File: config.mk
export PLATFORM = sky130hd
export DESIGN_NAME = otp_config_bank
export DESIGN_NICKNAME = d
export VERILOG_FILES = /design/src/include/otp_pkg.sv /design/src/verilog/otp_config_bank.sv
export SDC_FILE = /design/constraint.sdc
export NUM_CORES = 1
export LEC_CHECK = 0
export BUFFER_PORTS_ARGS = -buffer_cell sky130_fd_sc_hd__buf_2
export CAP_MARGIN = 20
export CORE_MARGIN = 2
export CORE_UTILIZATION = 40
export CTS_CLUSTER_SIZE = 25
export DETAILED_ROUTE_END_ITERATION = 8
export PLACE_DENSITY = 0.59
export SLEW_MARGIN = 15
export SYNTH_ARGS = -nofsm -noshare
export SYNTH_HDL_FRONTEND = slang
export SYNTH_SLANG_ARGS = --single-unit
File: constraint.sdc
create_clock -name clk_in -period 2.8 [get_ports clk_in]
set_clock_uncertainty 0.2 [all_clocks]
set_input_delay 0.28 -clock clk_in [delete_from_list [all_inputs] [get_ports clk_in]]
set_output_delay 0.28 -clock clk_in [all_outputs]
set_load 0.02 [all_outputs]
File: src/include/otp_pkg.sv
/*
  otp_pkg: register offsets, field positions, reset values, unlock keys,
  link states and timing counts for the one-time-programmable configuration bank.
  Assumes a 20 MHz system clock. The bank is reached only over the single-wire link.
*/
package otp_pkg;

  // ----------------------------------------
  // register offsets (six-bit link address)
  // ----------------------------------------
  localparam logic [5:0] ADDR_REV = 6'h00;
  localparam logic [5:0] ADDR_B1_POT = 6'h12;
  localparam logic [5:0] ADDR_B1_CTRL = 6'h13;
  localparam logic [5:0] ADDR_B1_THR1 = 6'h14;
  localparam logic [5:0] ADDR_B1_THR2 = 6'h15;
  localparam logic [5:0] ADDR_B1_UNLOCK = 6'h17;
  localparam logic [5:0] ADDR_B2_DRV = 6'h19;
  localparam logic [5:0] ADDR_B2_DUTY1 = 6'h1A;
  localparam logic [5:0] ADDR_B2_DUTY2 = 6'h1B;
  localparam logic [5:0] ADDR_B2_LOGIC = 6'h1C;
  localparam logic [5:0] ADDR_B2_UNLOCK = 6'h1E;
  localparam logic [5:0] ADDR_B1_CHK = 6'h21;
  localparam logic [5:0] ADDR_B2_CHK = 6'h22;
  localparam logic [5:0] ADDR_RAM_EN = 6'h2A;
  localparam logic [5:0] ADDR_RAM_LATCH = 6'h36;
  localparam logic [5:0] ADDR_B1_BURN = 6'h39;
  localparam logic [5:0] ADDR_B2_BURN = 6'h3A;

  // ----------------------------------------
  // field positions
  // ----------------------------------------
  localparam int POS_DELAY_SEL = 6;
  localparam int POS_LO1_MODE = 4;
  localparam int POS_PWM_STYLE = 3;
  localparam int POS_PWM_FH = 2;
  localparam int POS_PWM_FL = 1;
  localparam int POS_PWM_ON = 0;
  localparam int POS_WIPER = 2;
  localparam int POS_STRETCH_EN = 1;
  localparam int POS_REG_VSEL = 0;
  localparam int POS_CMP_POL = 7;
  localparam int POS_STRETCH_POL = 6;
  localparam int POS_CMD_START = 7;
  localparam int POS_CMD_READ = 6;
  localparam int POS_DUTY1_MSB = 6;
  localparam int POS_DUTY2_MSB = 7;
  localparam int POS_CHK_CMP = 6;

  // ----------------------------------------
  // masks, keys, reset values
  // ----------------------------------------
  localparam logic [7:0] THR1_MASK = 8'h3F;
  localparam logic [7:0] LOGIC_MASK = 8'h0F;
  localparam logic [7:0] RAM_EN_KEY = 8'h3C;
  localparam logic [7:0] RAM_LATCH_KEY = 8'h96;
  localparam logic [7:0] BANK_UNLOCK_KEY = 8'h34;
  localparam logic [7:0] CFG_RESET = 8'h00;
  // arbitrary neutral revision code
  localparam logic [7:0] REV_RESET = 8'h5A;

  // ----------------------------------------
  // timing
  // ----------------------------------------
  localparam int CLK_HZ = 20000000;
  localparam int POR_DLY0_MS = 8;
  localparam int POR_DLY1_MS = 12;
  localparam int POR_DLY2_MS = 16;
  localparam int POR_DLY3_MS = 40;
  localparam int POR_DLY0_CYC = POR_DLY0_MS * (CLK_HZ / 1000);
  localparam int POR_DLY1_CYC = POR_DLY1_MS * (CLK_HZ / 1000);
  localparam int POR_DLY2_CYC = POR_DLY2_MS * (CLK_HZ / 1000);
  localparam int POR_DLY3_CYC = POR_DLY3_MS * (CLK_HZ / 1000);
  localparam int POR_CNT_W = 20;

  // ----------------------------------------
  // link states
  // ----------------------------------------
  typedef enum logic [1:0] {
    OTP_CMD = 2'b00,
    OTP_WDATA = 2'b01,
    OTP_RDATA = 2'b10,
    OTP_SKIP = 2'b11
  } otp_state_t;

endpackage : otp_pkg

File: src/verilog/otp_config_bank.sv
/*
  otp_config_bank: configuration register bank behind the single-wire link,
  with the pin logic that the bank steers (pwm pin, logic output 1, comparator
  polarity, power-on delay). Assumes link slots already decoded into one-cycle
  strobes synchronous to clk_in, and an analog comparator and pwm oscillator outside.
*/
// Operation
// - the power-on delay is 8, 12, 16 or 40 ms by the two-bit select code 00..11.
// - logic output 1 is held low, held open, on while comparator high, or off while high.
// - the pwm pin is push-pull when the style bit is 0 and open-drain when it is 1.
// - with pwm enabled, force-high holds the pwm pin high; it is ignored when disabled.
// - with pwm enabled, force-low holds the pwm pin low unless force-high is also set; it is ignored when disabled.
// - the pwm pin is off when the enable bit is 0 and running when it is 1.
// - pulse stretching is applied only when the stretch-enable bit is 1.
// - the wiper tap is the six-bit field at bits 7:2 of the first bank-1 register.
// - threshold one is the six-bit field at bits 5:0 of offset 0x14.
// - threshold two is the six-bit field at bits 5:0 of offset 0x15.
// - the comparator output is inverted when bit 7 of offset 0x15 is 1.
// - bit 6 of offset 0x15 picks positive (0) or negative (1) pulses to stretch.
// - each access opens with a command byte: zero start bit, read bit, six-bit address.
// - command and data bytes travel most significant bit first both ways.
`timescale 1ns/1ns
module otp_config_bank
#(
  parameter int POR_CYC_0 = otp_pkg::POR_DLY0_CYC,
  parameter int POR_CYC_1 = otp_pkg::POR_DLY1_CYC,
  parameter int POR_CYC_2 = otp_pkg::POR_DLY2_CYC,
  parameter int POR_CYC_3 = otp_pkg::POR_DLY3_CYC,
  parameter logic [7:0] REV_CODE = otp_pkg::REV_RESET
)
(
  input wire logic clk_in,
  input wire logic sys_rst_in,
  input wire logic link_reset_in,
  input wire logic link_slot_in,
  input wire logic link_data_in,
  output logic link_data_out,
  output logic link_oe_out,
  input wire logic cmp_raw_in,
  input wire logic pwm_osc_in,
  output logic pwm_data_out,
  output logic pwm_oe_out,
  output logic lo1_data_out,
  output logic lo1_oe_out,
  output logic comparator_out_out,
  output logic por_done_out,
  output logic ram_mode_out,
  output logic [5:0] wiper_tap_out,
  output logic stretch_enable_out,
  output logic stretch_polarity_out,
  output logic regulator_voltage_sel_out,
  output logic [5:0] threshold_one_out,
  output logic [5:0] threshold_two_out,
  output logic [8:0] duty_cycle_one_out,
  output logic [8:0] duty_cycle_two_out,
  output logic [5:0] driver_config_out,
  output logic [3:0] logic_outputs_cfg_out
);
  import otp_pkg::*;

  // ----------------------------------------
  // state
  // ----------------------------------------
  typedef struct packed {
    otp_state_t state;
    logic [2:0] cnt;
    logic [7:0] sh;
    logic [5:0] addr;
    logic [7:0] rev;
    logic [7:0] pot;
    logic [7:0] ctrl;
    logic [7:0] thr1;
    logic [7:0] thr2;
    logic [7:0] drv;
    logic [7:0] duty1_lo;
    logic [7:0] duty2_lo;
    logic [7:0] logic_cfg;
    logic [7:0] ram_key;
    logic [7:0] latch_key;
    logic [7:0] burn1;
    logic [7:0] burn2;
    logic ram_mode;
    logic b1_unl;
    logic b2_unl;
    logic [8:0] duty1;
    logic [8:0] duty2;
    logic [POR_CNT_W-1:0] por_cnt;
    logic por_done;
    logic cmp_out;
    logic lo1_oe;
    logic pwm_out;
    logic pwm_oe;
    logic dq_oe;
  } otp_regs_t;

  otp_regs_t st_q;
  otp_regs_t st_d;
  logic [7:0] slot_byte;
  logic byte_done;
  logic wr_fire;
  logic [7:0] rd_val;
  logic [POR_CNT_W-1:0] por_target;
  logic pwm_level;

  // ----------------------------------------
  // read mux
  // ----------------------------------------
  function automatic logic [7:0] read_mux(input logic [5:0] a);
    logic [7:0] v;
    v = 8'h00;
    if (a == ADDR_REV)
      v = st_q.rev;
    else if (a == ADDR_B1_POT)
      v = st_q.pot;
    else if (a == ADDR_B1_CTRL)
      v = st_q.ctrl;
    else if (a == ADDR_B1_THR1)
      v = st_q.thr1 & THR1_MASK;
    else if (a == ADDR_B1_THR2)
      v = st_q.thr2;
    else if (a == ADDR_B2_DRV)
      v = st_q.drv;
    else if (a == ADDR_B2_DUTY1)
      v = st_q.duty1_lo;
    else if (a == ADDR_B2_DUTY2)
      v = st_q.duty2_lo;
    else if (a == ADDR_B2_LOGIC)
      v = st_q.logic_cfg & LOGIC_MASK;
    else if (a == ADDR_B1_CHK || a == ADDR_B2_CHK)
      v[POS_CHK_CMP] = st_q.cmp_out;
    else if (a == ADDR_RAM_EN)
      v = st_q.ram_key;
    else if (a == ADDR_RAM_LATCH)
      v = st_q.latch_key;
    else if (a == ADDR_B1_BURN)
      v = st_q.burn1;
    else if (a == ADDR_B2_BURN)
      v = st_q.burn2;
    return v;
  endfunction : read_mux

  // ----------------------------------------
  // link decode helpers
  // ----------------------------------------
  assign slot_byte = {st_q.sh[6:0], link_data_in};
  assign byte_done = link_slot_in && !link_reset_in && (st_q.cnt == 3'h7);
  assign wr_fire = byte_done && (st_q.state == OTP_WDATA);
  // always_comb, not assign: the mux reads register state that is not an argument
  always_comb rd_val = read_mux(slot_byte[5:0]);

  // unlocking the delay select after power-up would change a running count;
  // the select is simply re-read every cycle until the delay has elapsed
  always_comb
  begin
    case (st_q.ctrl[POS_DELAY_SEL +: 2])
      2'b00: por_target = POR_CNT_W'(POR_CYC_0);
      2'b01: por_target = POR_CNT_W'(POR_CYC_1);
      2'b10: por_target = POR_CNT_W'(POR_CYC_2);
      default: por_target = POR_CNT_W'(POR_CYC_3);
    endcase
  end

  // force-high wins only if software breaks the exclusive use of both bits
  assign pwm_level = st_q.ctrl[POS_PWM_FH] ? 1'b1 :
                     st_q.ctrl[POS_PWM_FL] ? 1'b0 : pwm_osc_in;

  // ----------------------------------------
  // next state
  // ----------------------------------------
  always_comb
  begin
    st_d = st_q;
    if (!st_q.por_done)
    begin
      if (st_q.por_cnt >= por_target - POR_CNT_W'(1))
        st_d.por_done = 1'b1;
      else
        st_d.por_cnt = st_q.por_cnt + POR_CNT_W'(1);
    end
    if (link_reset_in)
    begin
      st_d.state = OTP_CMD;
      st_d.cnt = 3'h0;
    end
    else if (link_slot_in)
    begin
      st_d.cnt = st_q.cnt + 3'h1;
      case (st_q.state)
        OTP_CMD:
        begin
          st_d.sh = slot_byte;
          if (byte_done)
          begin
            st_d.addr = slot_byte[5:0];
            if (slot_byte[POS_CMD_START])
              st_d.state = OTP_SKIP;
            else if (slot_byte[POS_CMD_READ])
            begin
              st_d.state = OTP_RDATA;
              st_d.sh = rd_val;
            end
            else
              st_d.state = OTP_WDATA;
          end
        end
        OTP_WDATA:
        begin
          st_d.sh = slot_byte;
          if (byte_done)
            st_d.state = OTP_CMD;
        end
        OTP_RDATA:
        begin
          st_d.sh = {st_q.sh[6:0], 1'b0};
          if (byte_done)
            st_d.state = OTP_CMD;
        end
        default: st_d.cnt = 3'h0;
      endcase
    end
    // bank writes land only in ram mode with the bank's key in place
    if (wr_fire)
    begin
      if (st_q.addr == ADDR_REV)
        st_d.rev = slot_byte;
      else if (st_q.addr == ADDR_B1_POT && st_q.b1_unl)
        st_d.pot = slot_byte;
      else if (st_q.addr == ADDR_B1_CTRL && st_q.b1_unl)
        st_d.ctrl = slot_byte;
      else if (st_q.addr == ADDR_B1_THR1 && st_q.b1_unl)
        st_d.thr1 = slot_byte & THR1_MASK;
      else if (st_q.addr == ADDR_B1_THR2 && st_q.b1_unl)
        st_d.thr2 = slot_byte;
      else if (st_q.addr == ADDR_B1_UNLOCK)
        st_d.b1_unl = st_q.ram_mode && (slot_byte == BANK_UNLOCK_KEY);
      else if (st_q.addr == ADDR_B2_DRV && st_q.b2_unl)
      begin
        // duty words only move when this register is written
        st_d.drv = slot_byte;
        st_d.duty1 = {slot_byte[POS_DUTY1_MSB], st_q.duty1_lo};
        st_d.duty2 = {slot_byte[POS_DUTY2_MSB], st_q.duty2_lo};
      end
      else if (st_q.addr == ADDR_B2_DUTY1 && st_q.b2_unl)
        st_d.duty1_lo = slot_byte;
      else if (st_q.addr == ADDR_B2_DUTY2 && st_q.b2_unl)
        st_d.duty2_lo = slot_byte;
      else if (st_q.addr == ADDR_B2_LOGIC && st_q.b2_unl)
        st_d.logic_cfg = slot_byte & LOGIC_MASK;
      else if (st_q.addr == ADDR_B2_UNLOCK)
        st_d.b2_unl = st_q.ram_mode && (slot_byte == BANK_UNLOCK_KEY);
      else if (st_q.addr == ADDR_RAM_EN)
        st_d.ram_key = slot_byte;
      else if (st_q.addr == ADDR_RAM_LATCH)
      begin
        st_d.latch_key = slot_byte;
        if (slot_byte == RAM_LATCH_KEY && st_q.ram_key == RAM_EN_KEY)
          st_d.ram_mode = 1'b1;
      end
      else if (st_q.addr == ADDR_B1_BURN)
        st_d.burn1 = slot_byte;
      else if (st_q.addr == ADDR_B2_BURN)
        st_d.burn2 = slot_byte;
    end
    // open drain: the line is pulled low for a zero data bit
    st_d.dq_oe = (st_d.state == OTP_RDATA) && !st_d.sh[7];
    st_d.cmp_out = cmp_raw_in ^ st_q.thr2[POS_CMP_POL];
    case (st_q.ctrl[POS_LO1_MODE +: 2])
      2'b00: st_d.lo1_oe = 1'b1;
      2'b01: st_d.lo1_oe = 1'b0;
      2'b10: st_d.lo1_oe = st_q.cmp_out;
      default: st_d.lo1_oe = !st_q.cmp_out;
    endcase
    st_d.pwm_out = st_q.ctrl[POS_PWM_ON] && !st_q.ctrl[POS_PWM_STYLE] && pwm_level;
    st_d.pwm_oe = st_q.ctrl[POS_PWM_ON] && (!st_q.ctrl[POS_PWM_STYLE] || !pwm_level);
  end

  always_ff @(posedge clk_in)
  begin
    if (sys_rst_in)
    begin
      st_q <= '0;
      st_q.rev <= REV_CODE;
    end
    else
      st_q <= st_d;
  end

  // ----------------------------------------
  // outputs
  // ----------------------------------------
  assign link_data_out = 1'b0;
  assign lo1_data_out = 1'b0;
  assign link_oe_out = st_q.dq_oe;
  assign pwm_data_out = st_q.pwm_out;
  assign pwm_oe_out = st_q.pwm_oe;
  assign lo1_oe_out = st_q.lo1_oe;
  assign comparator_out_out = st_q.cmp_out;
  assign por_done_out = st_q.por_done;
  assign ram_mode_out = st_q.ram_mode;
  assign wiper_tap_out = st_q.pot[POS_WIPER +: 6];
  assign stretch_enable_out = st_q.pot[POS_STRETCH_EN];
  assign stretch_polarity_out = st_q.thr2[POS_STRETCH_POL];
  assign regulator_voltage_sel_out = st_q.pot[POS_REG_VSEL];
  assign threshold_one_out = st_q.thr1[5:0];
  assign threshold_two_out = st_q.thr2[5:0];
  assign duty_cycle_one_out = st_q.duty1;
  assign duty_cycle_two_out = st_q.duty2;
  assign driver_config_out = st_q.drv[5:0];
  assign logic_outputs_cfg_out = st_q.logic_cfg[3:0];
endmodule : otp_config_bank

# Word-level counts from Yosys, hierarchy flattened

Cells that the tools add are included.

Bits in registers: 164
Input bits: 7
Logic and storage cells: 179

Add/subtract/negate cells: 3
Magnitude comparators: 1
Equality and inequality tests: 39
Multiplexer cells: 36
Bitwise operators: 18
Reductions and logical operators: 52

Operator list:

| operator                                                              | count |
|---|---|
| 8-bit two-way mux                                                     | 15 |
| 6-bit by 5-bit == test with 1-bit output (second input constant)      | 18 |
| 6-bit == test (second input constant)                                 | 10 |
| 20-bit case mux with 3 select lines                                   | 1 |
| 15-bit AND reduction                                                  | 2 |
| 14-bit two-way mux                                                    | 2 |
| 8-bit case mux with 3 select lines                                    | 1 |
| 20-bit by 1-bit adder with 20-bit output (second input constant)      | 1 |
| 20-bit >= comparator                                                  | 1 |
| 20-bit by 1-bit subtractor with 20-bit output (second input constant) | 1 |
| 19-bit two-way mux                                                    | 1 |
| 1-bit logical AND                                                     | 17 |
| 1-bit NOT                                                             | 17 |
| 8-bit by 6-bit == test with 1-bit output (second input constant)      | 2 |
| 16-bit AND reduction                                                  | 1 |
| 14-bit AND reduction                                                  | 1 |
| 13-bit AND reduction                                                  | 1 |
| 6-bit logical NOT                                                     | 2 |
| 6-bit two-way mux                                                     | 2 |
| 12-bit AND reduction                                                  | 1 |
| 11-bit AND reduction                                                  | 1 |
| 10-bit AND reduction                                                  | 1 |
| 9-bit AND reduction                                                   | 1 |
| 2-bit == test (second input constant)                                 | 4 |
| other kinds (24)                                                      | 45 |

# Logic depth before layout (Yosys ltp)

Gate-level depths: netlist of the first run.

Depth in word-level cells: 23
Mapped depth: 11
Depth with buffers taken out: 10

# Worst setup path after synthesis of the first run

No wires, ideal clock.

Path kind: reg2reg
Start: register st_q[133] in the netlist's numbering
End: register st_q[24] in the netlist's numbering
Setup time: 70 ps
Arrival time: 2720 ps
Data required time: 2530 ps
Path slack: -190 ps
Stages on the path, launching flop included: 11
Period minus slack after synthesis: 2990 ps
Path through: dfxtp_1 > inv_1 > ha_1 > inv_1 > ha_1 > a2111oi_4 > o21ai_2 > a2111oi_4 > nor2_2 > or4_1 > a21oi_1

Word-level cells in the longest chain between the ends: 6

Ends and longest elaborated chain:

| element                                         | line                   | RTL |
|---|---|---|
| from (decl)                                     | otp_config_bank.sv:96  | `otp_regs_t st_q;` |
| from (signal assigned)                          | otp_config_bank.sv:285 | `st_q <= st_d;` |
| 2-bit == test (tied with other cells)           | otp_config_bank.sv:155 | `case (st_q.ctrl[POS_DELAY_SEL +: 2])` |
| 20-bit case mux with 3 select lines *           | otp_config_bank.sv:155 |  |
| 20-bit by 1-bit subtractor with 20-bit output * | otp_config_bank.sv:175 | `if (st_q.por_cnt >= por_target - POR_CNT_W'(1))` |
| 20-bit >= comparator *                          | otp_config_bank.sv:175 |  |
| 1-bit NOT (no line) *                           | n/a                    |  |
| 2-bit AND reduction (no line) *                 | n/a                    |  |

Mark *: on every way between the ends. The rest lies on a longest branch, timed or not.
A chain may end at the register's enable or synchronous reset.

# Worst setup path after layout of the first run

Same ends and word-level chain as after synthesis.

==> results of run 1 <==
## worst register-to-register path, cell delays in order, from the launching register on
cell and delay, ps:
dfxtp_4 380, inv_4 40, ha_4 270, inv_4 40
ha_4 220, a2111oi_4 300, o21ai_2 110, a2111oi_4 340
buf_4 200, nor2_2 50, or4_1 470, a21oi_1 120
## logic make-up (layout without fill, tap and decap cells)
group | Yosys count | in the layout | synth area share, %
other | 1 | 3 | 0.0451
adder cells (fa/ha/maj) | 25 | 25 | 3.76
AO/OA/AOI/OAI | 173 | 173 | 14.2
buffers and inverters | 138 | 207 | 8.72
multiplexers | 80 | 80 | 9.64
AND/OR/NAND/NOR | 372 | 372 | 22.8
XOR/XNOR | 18 | 18 | 1.90
flip-flops | 162 | 162 | 39.0
## path summary, 6_finish.rpt
check	start	end	slack, ps	cells after the start
worst max-delay path	st_q[133]$_SDFFE_PP0P_	st_q[24]$_SDFFE_PP0P_	-20	11
worst min-delay path	link_slot_in	st_q[165]$_SDFFE_PP0P_	60	4
worst max register to register	st_q[133]$_SDFFE_PP0P_	st_q[24]$_SDFFE_PP0P_	-20	11
worst min register to register	duty_cycle_two_out[7]$_SDFFE_PP0P_	duty_cycle_two_out[7]$_SDFFE_PP0P_	250	2
## flip-flops by register name (all words and copies together), names as in the netlist, 4 cells and up
| name | flops |
|---|---|
| driver_config_out | 6 |
| duty_cycle_one_out | 8 |
| duty_cycle_two_out | 8 |
| logic_outputs_cfg_out | 4 |
| slot_byte | 7 |
| st_q | 101 |
| threshold_one_out | 6 |
| threshold_two_out | 6 |
| wiper_tap_out | 6 |
## metal layers
| metal | up-vias | GRT usage [%] | wire, µm |
|---|---|---|---|
| li1 | 3471 | - | - |
| met5 | - | 0 | 0 |
| met3 | 33 | 4.79 | 1180 |
| met1 | 3466 | 29.0 | 11000 |
| met2 | 192 | 35.1 | 11000 |
| met4 | 0 | 6.95 | 563 |
## cells in the final DEF, fill, tap and decap left out, drive strengths merged, types with 4 or more instances in the layout
cell / synthesis / layout
nand3: 26 / 26
mux2i: 80 / 80
or3: 7 / 7
nand2: 83 / 83
nand4: 12 / 12
a222oi: 6 / 6
o2111ai: 6 / 6
xor2: 15 / 15
a2111oi: 4 / 4
nand3b: 7 / 7
clkinv: 0 / 4
and2: 8 / 8
a211o: 4 / 4
nand2b: 11 / 11
a221oi: 8 / 8
inv: 24 / 32
buf: 67 / 148
ha: 25 / 25
clkbuf: 47 / 18
nor2b: 12 / 12
dfxtp: 162 / 162
o21ai: 27 / 27
a22oi: 19 / 19
o211ai: 8 / 8
a211oi: 7 / 7
nand4b: 4 / 4
a21oi: 64 / 64
and3: 10 / 10
nor4: 6 / 6
nor3: 21 / 21
nor2: 147 / 147
## through the flow
stage	util, %	hold WS (ps)	setup TNS (ps)	power [mW]
final	47.9	56.5	-23.4	4.92
after global routing	47.9	60.9	-791	5.07
after CTS	47.5	37.5	0	4.96
after detailed placement	44.4	241	-54.9	2.56
after global placement	44.4	239	-0.0224	2.56
after floorplan	-	158	-2.65	2.48
## layout make-up
class,count,area (µm²),area share [%]
multi-input combinational,671,4410,45.3
inverter,24,95.1,0.978
clock inverter,14,164,1.69
sequential,162,3250,33.4
clock buffer,18,429,4.41
tap,270,338,3.47
timing repair buffer,151,1040,10.7
## power groups by stage
stage | Combinational [mW] | Sequential [mW] | Clock, mW
after detailed placement | 0.185 | 2.38 | 0
after global routing | 0.207 | 2.32 | 2.54
after floorplan | 0.113 | 2.37 | 0
final | 0.192 | 2.32 | 2.40
after global placement | 0.186 | 2.38 | 0
after CTS | 0.190 | 2.32 | 2.44
## timing repair
item,in CTS,in global routing
endpoints found under the hold margin,7,0
setup endpoints to repair,2,22
buffers inserted,0,4
pin swaps,1,7
hold buffers,3,0
gates resized for setup,0,9
==> flow_summary.ini, run 1 <==
[grt]
grt_pass1_vias = 6887
grtUsageTotal_pct = 21.7
grt_pass1_wl_um = 37800
antenna_found_initial = 0
grt_max_degree = 66
overflow = 0

[timing]
max_freq_ghz = 0.354
setup_violations = 2
relSlewSlack_pct = 49.9
drv_slew = 0
finalHoldViolCount = 0
grt_setup_unrepaired = true
tightest_slew_ps = 752
timing.final.ws_setup_ps = -22.7
fin_crit_ps = 2820
period_share_pct = 101

[final_layout]
diodes = 0
area_delta_synth_final_pct = 17.0
finalInstanceArea_mm2 = 0.00972
final_cells = 1310
fillCellCount = 2002
nets = 1059
drive_above_1_share_pct = 20.8

[yosys]
synth-seq-cells = 162
ys_seq_area_share_pct = 39.0
synthTopCellsByArea = dfxtp_1, mux2i_1, nor2_1
yosysWarnings = 0
synth_flop_cell = dfxtp_1
synth-async-reset-ratio_pct = 0
yosys.cell_count.top_type = dfxtp_1
synth_top_area_cell = dfxtp_1
syn-cell-area_mm2 = 0.00831
ys_top_cells_by_count = dfxtp_1, nor2_1, nand2_1
synth-edff-count = 0
synth_top_area_share_pct = 39.0
synth_area_per_cell_um2 = 8.58
syn_inst = 969
ys_types = 71

[detailed_routing]
wl_um = 23700
vias = 7162
viasPerCell = 5.47
post_drt_wl_per_cell_um = 18.1
drt_iter0_drc = 505
antenna_left = 0
drc = 0
drt_pre_antenna_iters = 5

[placed_design]
placed_area_mm2 = 0.00902
dpl.cell_count = 1271
dp_slack_ps = -28.1
io_buffers = 62
gp_congestion = 0.896
dpl.hpwl_um = 17100

[worst_setup_path]
start_kind = flip-flop
crit_buf_inv = 3
slowest_delay_ps = 470
endpoint_kind = flip-flop
arrival_ps = 2970
crit_family = compound AO/OA/AOI/OAI gates
path_class = flip-flop to flip-flop
path_max_fanout = 5
cp.required_ps = 2950
cpMaxStageDelayCell = or4_1
crit_chain = inv_4 -> ha_4 -> inv_4 -> ha_4 -> a2111oi_4 -> o21ai_2 -> a2111oi_4 -> buf_4 -> nor2_2 -> or4_1 -> a21oi_1

[die]
io_pins = 65
dieArea_mm2 = 0.0219
rows = 52
fp.dieW_um = 148
coreArea_mm2 = 0.0203
start_util_pct = 40.9
die_y_um = 148

[cts]
clock_sinks = 162
cts_max_level = 4
root_buffer = clkbuf_16
clk_pin_slew_worst_paths_ps = 70
cts_made_buffers = 17
worstSkewPairLatency_ps = 430
cts_tree = done
clockBufferDepth = 2

[power_and_ir_drop]
switchingPower_mw = 1.19
leakage_nw = 3.84
seq_power_share_pct = 47.3
clkPwrFrac_pct = 48.8
p_int_mw = 3.72
powerDensity_mw_per_mm2 = 506
pwr-share-comb_pct = 3.9
max-vdd-ir-drop_uv = 465
swShare_pct = 24.3

[status]
status = complete, but fails checks
violations = setup timing

[min_path]
hp-class = input pin to flip-flop

[run]
max_cap_violations = 0
No activity file was read; power rests on OpenSTA's default activity.
==> run 2: changes to the inputs <==
HOLD_SLACK_MARGIN = 0.06   (was default)
==> run 2 against run 1 <==
Against the previous run: the run still ends with setup timing left; worst hold slack better by 23 ps; sequential share of layout area barely moved; first-iteration DRC count decreased by 3.2%; sequential power is essentially flat; global-route usage hardly changed; cell area rose by 0.10%; final cell count about the same; die area unchanged; utilization hardly changed; maximum frequency hardly changed; via count about the same; critical path depth unchanged; critical endpoint unchanged.
==> flow_summary.ini, run 2 (synthesis results as in run 1) <==
[die]
rows = 52
dieArea_mm2 = 0.0219
io_pins = 65
die_y_um = 148
coreArea_mm2 = 0.0203
fp.dieW_um = 148
start_util_pct = 40.9

[worst_setup_path]
slowest_delay_ps = 470
cpMaxStageDelayCell = or4_1
cp.required_ps = 2950
arrival_ps = 2970
r2r-start = st_q[133]$_SDFFE_PP0P_
crit_path_start = st_q[133]$_SDFFE_PP0P_
start_kind = flip-flop
path_max_fanout = 5
path_class = flip-flop to flip-flop
endpoint_kind = flip-flop
crit_chain = inv_4 -> ha_4 -> inv_4 -> ha_4 -> a2111oi_4 -> o21ai_2 -> a2111oi_4 -> buf_4 -> nor2_2 -> or4_1 -> a21oi_1

[timing]
drv_slew = 0
finalHoldViolCount = 0
timing.final.ws_setup_ps = -22.2
fin_crit_ps = 2820
setup_violations = 2
max_freq_ghz = 0.354
holdWs_ps = 79.5
period_share_pct = 101
tightest_slew_ps = 753
grt_setup_unrepaired = true
relSlewSlack_pct = 49.8

[cts]
cts_max_level = 4
clockBufferDepth = 2
root_buffer = clkbuf_16
cts_made_buffers = 17
worstSkewPairLatency_ps = 430
clock_sinks = 162
clk_pin_slew_worst_paths_ps = 60
cts_tree = done

[final_layout]
fillCellCount = 2001
nets = 1060
largest_register_ff_count = 101
largest-register = st_q
layout_common_cells = dfxtp_1, nor2_1, nand2_1, buf_4, mux2i_1
area_delta_synth_final_pct = 17.1
diodes = 0
drive_above_1_share_pct = 20.7
layout_commonest_cell = dfxtp_1

[detailed_routing]
drt_pre_antenna_iters = 5
viasPerCell = 5.47
drc = 0
antenna_left = 0
post_drt_wl_per_cell_um = 18.0
wl_um = 23600
vias = 7167
drt_iter0_drc = 489

[placed_design]
io_buffers = 62
gp_congestion = 0.896
dpl.hpwl_um = 17100

[grt]
grt_pass1_wl_um = 37800
met2_usage_pct = 35.1
grt_max_degree = 66
grt_pass1_vias = 6895
grtUsageTotal_pct = 21.7
grt-busiest-layer = met2
overflow = 0
use_met1_pct = 29.0
grtUsageMet3_pct = 4.79
antenna_found_initial = 0

[status]
status = complete, but fails checks
violations = setup timing

[power_and_ir_drop]
powerDensity_mw_per_mm2 = 505
max-vdd-ir-drop_uv = 463
leakage_nw = 3.85
power_mw = 4.91

[min_path]
hp-class = input pin to flip-flop
hp-start = link_data_in

[run]
max_cap_violations = 0
## run 2: changes by cell type in the layout (fill, tap and decap cells not counted)
| cell | before | now |
|---|---|---|
| dlygate4sd3_1 | 3 | 4 |
## run 2: per-layer routing
| layer | vias to the layer above | wire [µm] |
|---|---|---|
| met3 | 38 | 1220 |
| met1 | 3449 | 10900 |
| met4 | 0 | 598 |
| met5 | - | 0 |
| li1 | 3482 | - |
| met2 | 198 | 10900 |
## run 2: repair_timing
action | in CTS | in global routing
endpoints found under the setup margin | 2 | 22
hold buffers | 4 | 0
gates resized for setup | 0 | 9
endpoints found under the hold margin | 7 | 0
pin swaps | 1 | 7
buffers inserted | 0 | 4
## run 2: worst max-delay path: cells and delay by family (launching register included)
| kind | cells | cell delay [ps] |
|---|---|---|
| adder cells (fa/ha/maj) | 2 | 490 |
| AO/OA/AOI/OAI | 4 | 870 |
| AND/OR/NAND/NOR | 2 | 520 |
| buffers and inverters | 3 | 280 |
| flip-flops | 1 | 380 |
## run 2: cell type report
type | instances | area, µm² | share of cell area [%]
multi-input cells | 671 | 4410 | 45.3
repair buffers | 152 | 1050 | 10.8
inverters | 24 | 95.1 | 0.977
clock buffers | 18 | 429 | 4.41
clock inverters | 14 | 164 | 1.68
flip-flops and latches | 162 | 3250 | 33.4
well taps | 270 | 338 | 3.47
## run 2: metrics by stage
step | worst slack (ps) | setup TNS, ps | instances | area [µm²] | utilization (%)
5_1_grt | -144 | -791 | 1311 | 9730 | 47.9
2_1_floorplan | -2.65 | -2.65 | 971 | 8350 | -
6_report | -22.2 | -22.6 | 1311 | 9730 | 47.9
3_3_place_gp | -0.0224 | -0.0224 | 1271 | 9020 | 44.4
3_5_place_dp | -28.1 | -54.9 | 1271 | 9020 | 44.4
4_1_cts | 12.0 | 0 | 1307 | 9650 | 47.5
## run 2: power by group
group          internal (mW)  switching [mW]
Clock                   1.35            1.05
Combinational         0.0681           0.125
Sequential              2.31          0.0136
Total                   3.73            1.19
## run 2: path summary, 6_finish.rpt
path,to,slack (ps),cells after the start
max,st_q[24]$_SDFFE_PP0P_,-20,11
min reg2reg,duty_cycle_two_out[7]$_SDFFE_PP0P_,250,2
max reg2reg,st_q[24]$_SDFFE_PP0P_,-20,11
min,st_q[151]$_SDFFE_PP0P_,80,3
==> run 3: changes to the inputs <==
CORE_UTILIZATION = 45   (was 40)
CTS_CLUSTER_DIAMETER = 30   (was default)
GPL_TIMING_DRIVEN = 0   (was default)
PLACE_DENSITY = 0.65   (was 0.59)
==> run 3 against run 2 <==
Against the previous run: the flow still finishes with violations (setup timing); power fell by 0.44%; final cell count barely moved; sequential power about the same; worst setup slack lost 35 ps; critical path depth unchanged; global-route usage rose by 4.3 points; wire length grew 8.2%; register-to-register slack lost 30 ps; via count grew 3.9%; die area is 11% lower; cell area rose by 1.4%; clock power is essentially flat; critical path type unchanged; largest cell class unchanged; largest power group unchanged.
==> flow_summary.ini, run 3 (synthesis results as in run 1) <==
[final_layout]
largest-register = st_q
nets = 1102
diodes = 0
fillCellCount = 1733
largest_register_ff_count = 101
utilization_pct = 54.7
area_delta_synth_final_pct = 18.7
layout_commonest_cell = dfxtp_1
drive_above_1_share_pct = 20.1
layout_common_cells = dfxtp_1, nor2_1, nand2_1, mux2i_1, buf_2

[timing]
period_share_pct = 102
max_freq_ghz = 0.350
grt_setup_unrepaired = true
drv_slew = 0
fin_crit_ps = 2860
timing.final.ws_setup_ps = -56.7
holdWs_ps = 186
relSlewSlack_pct = 42.9
tightest_slew_ps = 849
setup_violations = 3
finalHoldViolCount = 0

[cts]
clk_pin_slew_worst_paths_ps = 70
worstSkewPairLatency_ps = 440
root_buffer = clkbuf_16
cts_made_buffers = 17
cts_max_level = 4
cts_tree = done
clockBufferDepth = 2
clock_sinks = 162

[die]
io_pins = 65
dieArea_mm2 = 0.0196
coreArea_mm2 = 0.0180
rows = 49
die_y_um = 140
start_util_pct = 46.1
fp.dieW_um = 140

[placed_design]
gp_congestion = 1.00
io_buffers = 60
dpl.hpwl_um = 18600

[min_path]
hold_end = st_q[169]$_SDFF_PP0_
holdPathStages = 2
hp-start = sys_rst_in
hp-class = input pin to flip-flop

[detailed_routing]
antenna_left = 0
viasPerCell = 5.67
drc = 0
drt_pre_antenna_iters = 6
post_drt_wl_per_cell_um = 19.5
wl_um = 25600
drt_iter0_drc = 750
vias = 7443

[worst_setup_path]
path_common_cell = ha_1
crit_chain = buf_4 -> ha_1 -> inv_1 -> ha_1 -> a211oi_1 -> nand2_1 -> a2111oi_4 -> buf_6 -> o21ai_4 -> or4_1 -> a21oi_1
r2r-start = st_q[133]$_SDFFE_PP0P_
arrival_ps = 3010
path_class = flip-flop to flip-flop
endpoint_kind = flip-flop
r2r_slack_ps = -60
cp.required_ps = 2960
start_kind = flip-flop
cpMaxStageDelayCell = or4_1
r2r_cells = 11
r2r_end = st_q[25]$_SDFFE_PP0P_
crit_buf_inv = 3
crit_family = compound AO/OA/AOI/OAI gates
path_max_fanout = 7
slowest_delay_ps = 410

[power_and_ir_drop]
leakage_nw = 3.90
max-vdd-ir-drop_uv = 575
powerDensity_mw_per_mm2 = 496

[grt]
grtUsageTotal_pct = 26.0
grt_max_degree = 20
grt_pass1_wl_um = 39300
overflow = 0
grt_pass1_vias = 6857
antenna_found_initial = 0

[status]
status = complete, but fails checks
violations = setup timing

[run]
max_cap_violations = 0
## run 3: changes by cell type in the layout (fill, tap and decap cells not counted), sizes merged
cell      previous run  this run
clkbuf              18        64
clkinvlp             0         2
clkinv               4         6
inv                 32        31
bufinv               2         0
buf                148       143
## run 3: worst register-to-register path, delay by kind of cell, from the launching register on
family / cells / cell delay [ps]
AND/OR/NAND/NOR: 2 / 610
adder cells (fa/ha/maj): 2 / 460
flip-flops: 1 / 370
buffers and inverters: 3 / 410
AO/OA/AOI/OAI: 4 / 730
## run 3: per-stage QoR
step | TNS, ps | setup slack (ps) | instances | power (mW) | area (µm²)
floorplan | -2.65 | -2.65 | 971 | 2.48 | 8350
global placement | -3460 | -347 | 1260 | 2.56 | 8930
detailed placement | -3790 | -315 | 1260 | 2.55 | 8930
finish | -117 | -56.7 | 1312 | 4.89 | 9870
CTS | -108 | -73.7 | 1303 | 4.91 | 9660
global route | -1430 | -194 | 1312 | 5.03 | 9870
## run 3: worst max-delay path by stage
stage                              start                         to  slack [ps]  depth (start not counted)
5_1_grt           st_q[133]$_SDFFE_PP0P_      st_q[25]$_SDFFE_PP0P_        -190                         11
4_1_cts           st_q[133]$_SDFFE_PP0P_      st_q[24]$_SDFFE_PP0P_         -70                         11
3_5_place_dp      st_q[134]$_SDFFE_PP0P_      st_q[24]$_SDFFE_PP0P_        -310                         10
3_3_place_gp   slot_byte[4]$_SDFFE_PP0P_  slot_byte[3]$_SDFFE_PP0P_        -350                          7
6_report          st_q[133]$_SDFFE_PP0P_      st_q[25]$_SDFFE_PP0P_         -60                         11
2_1_floorplan     st_q[133]$_SDFFE_PP0P_      st_q[24]$_SDFFE_PP0P_          -3                         10
## run 3: cell type report
| type | count | area (µm²) | area share [%] |
|---|---|---|---|
| well taps | 229 | 287 | 2.90 |
| clock inverters | 15 | 184 | 1.86 |
| inverters | 24 | 97.6 | 0.989 |
| plain buffers | 114 | 651 | 6.59 |
| repair buffers | 80 | 480 | 4.87 |
| flip-flops and latches | 162 | 3250 | 32.9 |
| multi-input cells | 671 | 4490 | 45.5 |
| clock buffers | 17 | 425 | 4.31 |
## run 3: layer usage
| layer | up-vias | global-route usage [%] | part of all wire [%] |
|---|---|---|---|
| met3 | 40 | 4.44 | 6.0 |
| met2 | 292 | 40.5 | 46 |
| met1 | 3545 | 36.3 | 46 |
| li1 | 3566 | - | - |
| met4 | 0 | 9.53 | 2.6 |
| met5 | - | 0 | 0 |
## run 3: power by group
| group | switching, mW | internal [mW] |
|---|---|---|
| combinational | 0.147 | 0.0508 |
| sequential | 0.00949 | 2.31 |
| clock | 1.16 | 1.21 |
## run 3: timing repair
| item | in CTS | in global routing |
|---|---|---|
| endpoints found under the hold margin | 7 | 0 |
| buffers inserted | 7 | 9 |
| gates resized for setup | 9 | 36 |
| pin swaps | 3 | 6 |
| hold buffers | 4 | 0 |
| endpoints found under the setup margin | 20 | 53 |
